--- config.mk ---
export PLATFORM = sky130hd
export DESIGN_NAME = pcr_core_flat
export DESIGN_NICKNAME = d
export VERILOG_FILES = /design/src/logic/pcr_pkg.sv /design/src/logic/pcr_if.sv /design/src/logic/pcr_core.sv /design/src/flat_wrapper.sv
export SDC_FILE = /design/constraint.sdc
export NUM_CORES = 1
export LEC_CHECK = 0
export BUFFER_PORTS_ARGS = -buffer_cell sky130_fd_sc_hd__buf_2
export CAP_MARGIN = 40
export CORE_MARGIN = 3
export CORE_UTILIZATION = 55
export CTS_BUF_LIST = sky130_fd_sc_hd__clkbuf_2
export CTS_CLUSTER_SIZE = 28
export DETAILED_ROUTE_END_ITERATION = 16
export PLACE_DENSITY = 0.79
export SKIP_LAST_GASP = 1
export SYNTH_ARGS = -nofsm -noshare
export SYNTH_HDL_FRONTEND = slang
export SYNTH_SLANG_ARGS = --single-unit
export TNS_END_PERCENT = 100
--- constraint.sdc ---
create_clock -name CLK_SYS -period 2.1 [get_ports CLK_SYS]
set_clock_uncertainty 0.1 [all_clocks]
set_input_delay 0.63 -clock CLK_SYS [delete_from_list [all_inputs] [get_ports CLK_SYS]]
set_output_delay 0.63 -clock CLK_SYS [all_outputs]
set_load 0.05 [all_outputs]
--- src/logic/pcr_pkg.sv ---
// Shared constants and types for the core clock/reset interface.
// Assumes a single system clock of 25 MHz and a synchronous active-high reset.
package pcr_pkg;
   localparam int unsigned CLK_PERIOD_NS   = 40;
   // Core output clock divider: half period in system clocks
   localparam int unsigned CORE_DIV_HALF   = 1;
   // Time in ns of stable output clock before the lock indication
   localparam int unsigned LOCK_WAIT_NS    = 400;
   localparam int unsigned LOCK_WAIT_CYC   = (LOCK_WAIT_NS + CLK_PERIOD_NS - 1) / CLK_PERIOD_NS;
   // Internal reset of the core clock domain after release
   localparam int unsigned HIP_RST_NS      = 320;
   localparam int unsigned HIP_RST_CYC     = (HIP_RST_NS + CLK_PERIOD_NS - 1) / CLK_PERIOD_NS;
   localparam int unsigned CNT_W           = 8;
   localparam logic        RST_STATUS_INIT = 1'b1;

   typedef enum logic [1:0] {PCR_HELD, PCR_LOCKWAIT, PCR_HIPRST, PCR_RUN} pcr_state_t;
endpackage

--- src/logic/pcr_if.sv ---
// Interface joining the core end and the application end.
// Assumes both ends run on the same system clock.
`timescale 1ns/1ns
interface pcr_if;
   logic core_rst_n;     // Active-low core reset, formed by the application
   logic pin_rst_n;      // Board reset pin, passed through the application end
   logic core_clk_out;   // Fixed-frequency output clock of the core
   logic app_clk_in;     // Application clock fed back to the core
   logic pll_locked;
   logic core_ready;
   logic clk_in_use;
   logic reset_status;

   modport core
   (
      input  core_rst_n,
      input  pin_rst_n,
      input  app_clk_in,
      input  core_ready,
      output core_clk_out,
      output pll_locked,
      output clk_in_use,
      output reset_status
   );
   modport app
   (
      output core_rst_n,
      output pin_rst_n,
      output app_clk_in,
      output core_ready,
      input  core_clk_out,
      input  pll_locked,
      input  clk_in_use,
      input  reset_status
   );
endinterface

--- src/logic/pcr_core.sv ---
// Core end: output clock generation, reset controller and reset status.
// Assumes the application forms the core reset and returns the core clock.
`timescale 1ns/1ns
// Function
// - System supplies reference clock at configured frequency
// - Application clock driven from core output clock
// - Core makes fixed-frequency output clock
// - Core reset is board OR soft reset
// - Without soft reset, use board reset only
// - Core reset asynchronous, holds whole core
// - Reset status high while core in reset
// - Status clears after release and internal reset
// - Application resets itself from reset status
// - Board reset clears datapath and control registers
// - Board reset connected for link configuration
// - Each instance tied to its own reset pin
// - Ready only once application clock is stable
// - Clock-in-use flag; application waits for it
module pcr_core
   import pcr_pkg::*;
(
   input  wire logic CLK_SYS,      // Reference clock
   input  wire logic SRST,
   pcr_if.core       LNK,
   output logic      DATA_VALID,   // Datapath register shows live data
   input  wire logic DATA_IN,
   output logic      DATA_OUT
);
   typedef struct packed
   {
      pcr_state_t       state;
      logic [CNT_W-1:0] cnt;
      logic [CNT_W-1:0] div;
      logic             clk_out;
      logic             locked;
      logic             in_use;
      logic             rst_status;
      logic             data_valid;
      logic             data;
   } pcr_core_st_t;

   pcr_core_st_t st;
   pcr_core_st_t next_st;
   logic         async_rst;
   logic         rst_m;
   logic         rst_q;

   // Pin reset and core reset both clear the core
   assign async_rst = SRST | ~LNK.core_rst_n | ~LNK.pin_rst_n;

   // Release of the asynchronous reset is synchronised before use
   always_ff @(posedge CLK_SYS or posedge async_rst)
   begin
      if (async_rst)
      begin
         rst_m <= 1'b1;
         rst_q <= 1'b1;
      end
      else
      begin
         rst_m <= 1'b0;
         rst_q <= rst_m;
      end
   end

   always_comb
   begin
      next_st = st;
      // Free-running divider: fixed output frequency
      if (st.div == CNT_W'(CORE_DIV_HALF - 1))
      begin
         next_st.div     = '0;
         next_st.clk_out = ~st.clk_out;
      end
      else
      begin
         next_st.div = st.div + 1'b1;
      end
      next_st.data_valid = 1'b0;
      next_st.data       = 1'b0;
      case (st.state)
         PCR_HELD:
         begin
            next_st.cnt   = '0;
            next_st.state = PCR_LOCKWAIT;
         end
         PCR_LOCKWAIT:
         begin
            next_st.cnt = st.cnt + 1'b1;
            if (st.cnt == CNT_W'(LOCK_WAIT_CYC - 1))
            begin
               next_st.locked = 1'b1;
               next_st.cnt    = '0;
               next_st.state  = PCR_HIPRST;
            end
         end
         PCR_HIPRST:
         begin
            // Core waits for the application to confirm a stable clock
            if (LNK.core_ready)
            begin
               next_st.in_use = 1'b1;
               next_st.cnt    = st.cnt + 1'b1;
               if (st.cnt == CNT_W'(HIP_RST_CYC - 1))
               begin
                  next_st.rst_status = 1'b0;
                  next_st.state      = PCR_RUN;
               end
            end
         end
         PCR_RUN:
         begin
            next_st.data_valid = 1'b1;
            next_st.data       = DATA_IN;
         end
         default:
         begin
            next_st.state = PCR_HELD;
         end
      endcase
   end

   // Whole state cleared while in reset; status held high
   always_ff @(posedge CLK_SYS or posedge async_rst)
   begin
      if (async_rst)
      begin
         st            <= '0;
         st.state      <= PCR_HELD;
         st.rst_status <= RST_STATUS_INIT;
      end
      else if (rst_q)
      begin
         st            <= '0;
         st.state      <= PCR_HELD;
         st.rst_status <= RST_STATUS_INIT;
      end
      else
      begin
         st <= next_st;
      end
   end

   assign LNK.core_clk_out = st.clk_out;
   assign LNK.pll_locked   = st.locked;
   assign LNK.clk_in_use   = st.in_use;
   assign LNK.reset_status = st.rst_status;
   assign DATA_VALID       = st.data_valid;
   assign DATA_OUT         = st.data;
endmodule

--- src/flat_wrapper.sv ---
// flat-port wrapper written by rule: the top's interface ports become plain ports
module pcr_core_flat import pcr_pkg::*;
  (CLK_SYS, SRST, DATA_VALID, DATA_IN, DATA_OUT, LNK_core_rst_n, LNK_pin_rst_n, LNK_app_clk_in, LNK_core_ready, LNK_core_clk_out, LNK_pll_locked, LNK_clk_in_use, LNK_reset_status);
  pcr_if LNK_i ();
  input  wire logic CLK_SYS;
  input  wire logic SRST;
  output logic DATA_VALID;
  input  wire logic DATA_IN;
  output logic DATA_OUT;
  input wire logic [$bits(LNK_i.core_rst_n)-1:0] LNK_core_rst_n;
  input wire logic [$bits(LNK_i.pin_rst_n)-1:0] LNK_pin_rst_n;
  input wire logic [$bits(LNK_i.app_clk_in)-1:0] LNK_app_clk_in;
  input wire logic [$bits(LNK_i.core_ready)-1:0] LNK_core_ready;
  output wire logic [$bits(LNK_i.core_clk_out)-1:0] LNK_core_clk_out;
  output wire logic [$bits(LNK_i.pll_locked)-1:0] LNK_pll_locked;
  output wire logic [$bits(LNK_i.clk_in_use)-1:0] LNK_clk_in_use;
  output wire logic [$bits(LNK_i.reset_status)-1:0] LNK_reset_status;
  assign LNK_i.core_rst_n = LNK_core_rst_n;
  assign LNK_i.pin_rst_n = LNK_pin_rst_n;
  assign LNK_i.app_clk_in = LNK_app_clk_in;
  assign LNK_i.core_ready = LNK_core_ready;
  assign LNK_core_clk_out = LNK_i.core_clk_out;
  assign LNK_pll_locked = LNK_i.pll_locked;
  assign LNK_clk_in_use = LNK_i.clk_in_use;
  assign LNK_reset_status = LNK_i.reset_status;
  pcr_core u_core (.CLK_SYS(CLK_SYS), .SRST(SRST), .LNK(LNK_i), .DATA_VALID(DATA_VALID), .DATA_IN(DATA_IN), .DATA_OUT(DATA_OUT));
endmodule
After elaboration in Yosys (flattened, before gate mapping) --
Index checks and enable logic that the tools add are counted.
Operators by class: bitwise logic cells 5, multiplexer cells 13, reductions and logical operators 14, equal/unequal tests 8, $add $sub $neg 2
Operators with widths (number):
- one-hot mux 10 bit (3 select lines) | 1
- 2-to-1 mux 24 bit | 1
- 2-to-1 mux 10 bit | 2
- adder 8 x 1 -> 8 bit (second input constant) | 2
- nonzero test 2 bit | 6
- == test 8 x 3 -> 1 bit (second input constant) | 1
- == test 8 x 4 -> 1 bit (second input constant) | 1
- logical NOT 8 bit | 1
- 2-to-1 mux 2 bit | 4
- 2-to-1 mux 8 bit | 1
- inequality test 3 x 1 -> 1 bit (second input constant) | 2
- AND reduction 2 bit | 3
- == test 2 bit (second input constant) | 2
- 2-to-1 mux 1 bit | 4
- AND reduction 4 bit | 1
- nonzero test 4 bit | 1
- inequality test 3 x 2 -> 1 bit (second input constant) | 1
- inverter 1 bit | 3
- AND reduction 3 bit | 1
- == test 2 x 1 -> 1 bit (second input constant) | 1
- logical NOT 2 bit | 1
- bitwise OR 1 bit | 2
Storage, ports and cells: word-level logic and storage cells 53, input bits 7, output and inout port bits 6, register bits 26

Depth between registers and ports, before layout --
word-level depth 5, depth in mapped cells 8

Least setup slack after synthesis --
No wires, ideal clock.
path type register -> register, from register u_core.st[22] (netlist name), to register u_core.st[15] (netlist name), arrival 1.791 ns, path slack 0.088 ns, path buffers 2, stages on the path, launching flop included 9, path through dfrtp_1 inv_1 ha_1 clkbuf_1 nor2b_1 o21ba_2 clkbuf_1 nor2_1 a32o_1
On the way: cells in the longest elaborated chain, start to end 3, elaborated cells between the ends (all ways) 8, classes of those cells eq/ne (3); mux (2); reduce/logical (3)
Ends and longest elaborated chain:
- from (decl) | RTL line pcr_core.sv:42 | pcr_core_st_t st;
- from (signal assigned) | RTL line pcr_core.sv:140 | st <= next_st;
- == test 2 bit (tied with other cells) | RTL line pcr_core.sv:81 | case (st.state)
- one-hot mux 10 bit (3 select lines) (tied with other cells) | RTL line pcr_core.sv:81
- 2-to-1 mux 24 bit or AND reduction 2 bit (tied branches)
Parallel ways exist; a longest one is shown, timed or not. A chain may end at the register's enable or synchronous reset.

Worst setup path in the final report --
from register u_core.st[19] (netlist name), to register u_core.st[21] (netlist name)
On the way: cells in the longest elaborated chain, start to end 4, elaborated cells between the ends (all ways) 6, classes of those cells add/sub (1); eq/ne (1); mux (4)
Ends and longest elaborated chain:
- adder 8 x 1 -> 8 bit or == test 8 x 4 -> 1 bit (tied branches) | RTL line pcr_core.sv:89, pcr_core.sv:103, pcr_core.sv:90
- 2-to-1 mux 10 bit, on equally long branches | RTL line pcr_core.sv:100, pcr_core.sv:90
- one-hot mux 10 bit (3 select lines) (*) | RTL line pcr_core.sv:81
- 2-to-1 mux 24 bit (*) | RTL line pcr_core.sv:132 | else if (rst_q)
Every way passes the cells marked *; elsewhere a longest branch is shown, timed or not. The select of a mux whose other input is x is not followed.

==> results.md <==
- The average via count per standard cell is around 5.7.
- The final clock period utilization by the worst path is 0.954.
- Setup repair after global routing left no endpoint under its margin.
- Yosys attributes the largest share of cell area to sky130_fd_sc_hd__dfrtp_1 41%, sky130_fd_sc_hd__ha_1 7.2%, sky130_fd_sc_hd__dfstp_2 5.7%, sky130_fd_sc_hd__nor2_1 3.5%, sky130_fd_sc_hd__nand2_1 3.2%.
- The cell count after synthesis came out at 141.
- The number of global-route vias before repair is 1087.
- The post-synth net total is 156.
- The internal cell power is 788 uW.
- The worst-case vdd ir drop is around 0.00043 V.
- The share of cells above drive strength 1 is 0.191.
- The die is 56.3 um tall.
- The top routing layer in use is met4.
- The register-to-register setup slack is 0.1 ns.
- Along the worst path, the maximum fanout reaches 9.
- The power share of the combinational group is 0.218.
- The final critical-path required period is around 2.0 ns.
- The sum of routed wire length over all layers is between 2000 and 2500 um.
- The beginning of the critical path is u_core.st[19].
- From left edge to right edge, the die measures 56.3 um.
- The max-slew violation count came to 0.
- Of the total power, the clock network draws 0.287.
- The die covers approximately 0.0032 mm^2.
- The power per cell area is approximately 710 mW/mm^2.
- Setup violations remaining at the end of the flow were counted as 0.
- The final routed DRC violation total is 0.
- The critical path is of the flip-flop to flip-flop type.
- Once the clock tree was built, the setup fixing pass inserted 0 buffers.
- The maximum clock path buffer count is 2.
- The area share of the largest cell type after synthesis is 0.414.
- In this run the worst hold path is classified as input pin to async pin.
- The relative area change from synthesis to final layout is 11.6%.
- The number of placed cells counting well taps is 181.
- The power share of the sequential group is 0.495.
- In this run the tool buffered the top-level ports with 11 buffer cells.
- The final design area excluding fillers is 0.00155 mm^2.
- The number of routed nets with antenna violations is 0.
- The placeable core region is roughly 0.0023 mm^2.
- The setup TNS after final layout is 0 ns.
- The run finished with clean final reports.
- The pin count of the biggest net entering global routing is 27.
- The wire length of the first global-routing pass is 4480 um.
- The first detailed-routing pass ran for 4 iterations.
- The number of distinct library cells after synthesis is 42.
- The count of flip-flops with a built-in enable after synthesis is 0.
- The initial core utilization is 0.605.
- The worst setup path is launched from a flip-flop.
- The insertion delay to the later sink of the worst-skew pair is 0.35 ns.
- The critical path data required time is 2.26 ns.
- Summed over all layers, the global routing overflow is 0.
- At the end of routability-driven placement, the weighted congestion stood at between 0.8 and 0.9.
- For this run, asynchronously set or reset flops after synthesis account for 1.00.
- The floorplan has 17 rows.
- Timing would allow up to 499 MHz.
- A synthesized cell averages 9.85 um^2.
- In the global route stage, overall resource usage came out at 0.175.
- The starting DRC count in detailed routing is between 50 and 60.
- CTS built an H-tree with a depth of 1.
- The number of inserted diodes is 0.
- Across the run, the number of max-cap violations was 0.
- The clock transition at the register clock pins on the worst setup and hold paths after CTS is between 0.2 and 0.3 ns.
- The worst path arrival time is 2.16 ns.
- The library cell used as clock root buffer is sky130_fd_sc_hd__clkbuf_2.
- For this design, the CTS-stage hold fixing added 0 buffers.
- The routed design uses 119 um of met3 wire.
- The dominant synthesized flop cell is sky130_fd_sc_hd__dfrtp_1.
- After legalization and detailed placement, the total HPWL measured 1800 um.
- After detailed placement, the total cell area comes to 0.00150 mm^2.
- The initial antenna violation count is 0.
- The flop and latch count out of synthesis is 26.
- The routed layout has 1055 vias.
- Pin placement for this block handled 13 I/O pins.
- The routed design uses around 1100 um of met2 wire.
- In the final routing, the length of wire on met1 measures 1220 um.
- The count of placed standard cells in the final layout, fillers left out is 185.
- The leakage power summed over all cells is roughly 0.00070 uW.
- The total number of yosys warnings is 0.
- The final layout contains 173 nets.
- The worst register-to-register path begins at u_core.st[19].
- The nature of the critical path endpoint is a flip-flop.
- TritonCTS created 3 clock buffers.
- The sequential area share after synthesis is 0.471.
- The synthesized design spends more area on one cell type than any other, namely sky130_fd_sc_hd__dfrtp_1.
- The net switching fraction of the power is 0.280.
- TritonCTS built the clock tree.
- The detailed-route wire length per cell is ~14 um.
- The synthesized netlist occupies a cell area of approximately 0.0014 mm^2.
- The number of clock sinks seen by CTS is 26.
- The number of hold-slack violations in the final timing report came to 0.
- The net switching power is 307 uW.
-- cells in the final DEF, fill, tap and decap left out, drive strengths merged, types with 2 or more instances in the layout --
cell	n
buf	17
nand2b	2
a21oi	3
xor2	4
xnor2	3
nand4	4
dfstp	3
or3	3
and3	4
nor2b	3
dfrtp	23
o22ai	3
a31oi	3
inv	11
and2	2
nand3	7
nand3b	3
o21ai	3
nor2	13
clkbuf	3
nand2	12
nor3	2
ha	8
-- routing by layer --
layer / vias to the layer above / GRT usage
met5: - / 0
met3: 4 / 0.0299
met1: 498 / 0.227
li1: 525 / -
met4: 0 / 0.0746
met2: 28 / 0.289
-- power groups by stage --
stage / Sequential [uW] / Combinational (uW) / Clock [uW]
finish: 542 / 238 / 315
global route: 546 / 265 / 339
CTS: 542 / 236 / 319
detailed placement: 551 / 234 / 0
global placement: 548 / 224 / 0
floorplan: 556 / 154 / 0
-- cell usage after synthesis (3+ instances only) --
cell type and n:
sky130_fd_sc_hd__o22ai_1 3, sky130_fd_sc_hd__nand4_1 4, sky130_fd_sc_hd__inv_1 11, sky130_fd_sc_hd__nand2_1 12, sky130_fd_sc_hd__dfstp_2 3, sky130_fd_sc_hd__dfrtp_1 23
sky130_fd_sc_hd__xnor2_1 3, sky130_fd_sc_hd__and3_1 4, sky130_fd_sc_hd__nor2b_1 3, sky130_fd_sc_hd__nand3_1 7, sky130_fd_sc_hd__a31oi_1 3, sky130_fd_sc_hd__nor2_1 13
sky130_fd_sc_hd__xor2_1 4, sky130_fd_sc_hd__or3_1 3, sky130_fd_sc_hd__a21oi_1 3, sky130_fd_sc_hd__clkbuf_1 4, sky130_fd_sc_hd__ha_1 8
-- cells by family after synthesis --
group	Yosys count	share of synthesized area
AOI/OAI and AO/OA	24	0.127
and+or+nand+nor	59	0.234
other	1	0.00270
buffers and inverters	16	0.0486
DFF	26	0.471
xor gates and xnor gates	7	0.0441
adders and majority gates	8	0.0721
-- repair_timing --
action	in CTS	in global routing
endpoints found under the setup margin	1	1
pin swaps	0	0
resized for setup	1	1
-- critical path, cell delays in order, from the launching register on --
cell and delay (ns):
sky130_fd_sc_hd__dfrtp_1 0.44, sky130_fd_sc_hd__or4_4 0.58, sky130_fd_sc_hd__or3_4 0.46, sky130_fd_sc_hd__a32oi_1 0.23, sky130_fd_sc_hd__o41ai_1 0.11
-- per-stage QoR --
step | power, uW | worst slack, ns | utilization | hold slack [ns]
floorplan | 710 | 0.0879 | - | 0.245
global placement | 772 | 0.0925 | 0.652 | 0.246
detailed placement | 785 | 0.0603 | 0.652 | 0.253
CTS | 1100 | 0.0453 | 0.674 | 0.244
global route | 1150 | 0.00505 | 0.675 | 0.242
finish | 1090 | 0.0973 | 0.675 | 0.250
-- path summary, 6_finish.rpt --
kind	end	depth (start not counted)
max	u_core.st[21]	4
min	u_core.st[7]	3
max reg2reg	u_core.st[21]	4
min reg2reg	u_core.rst_q	0
max in group asynchronous	u_core.rst_q	3
min in group CLK_SYS	u_core.rst_q	0
-- state kept, by name, indices dropped and copies added (netlist names) --
| signal | count |
|---|---|
| u_core.LNK.clk_in_use | 1 |
| u_core.LNK.pll_locked | 1 |
| u_core.st | 18 |
| u_core.DATA_VALID | 1 |
| u_core.DATA_OUT | 1 |
| u_core.LNK.reset_status | 1 |
| u_core.rst_m | 1 |
| u_core.rst_q | 1 |
| u_core.LNK.core_clk_out | 1 |
-- cell type report --
class	instances	area, um^2
clock inverter	1	30.0
clock buffer	3	15.0
fill	178	747
tap	28	35.0
multi-input combinational	99	674
inverter	11	41.3
timing repair buffer	17	100
sequential	26	654
Power figures use the tool's default switching activity.
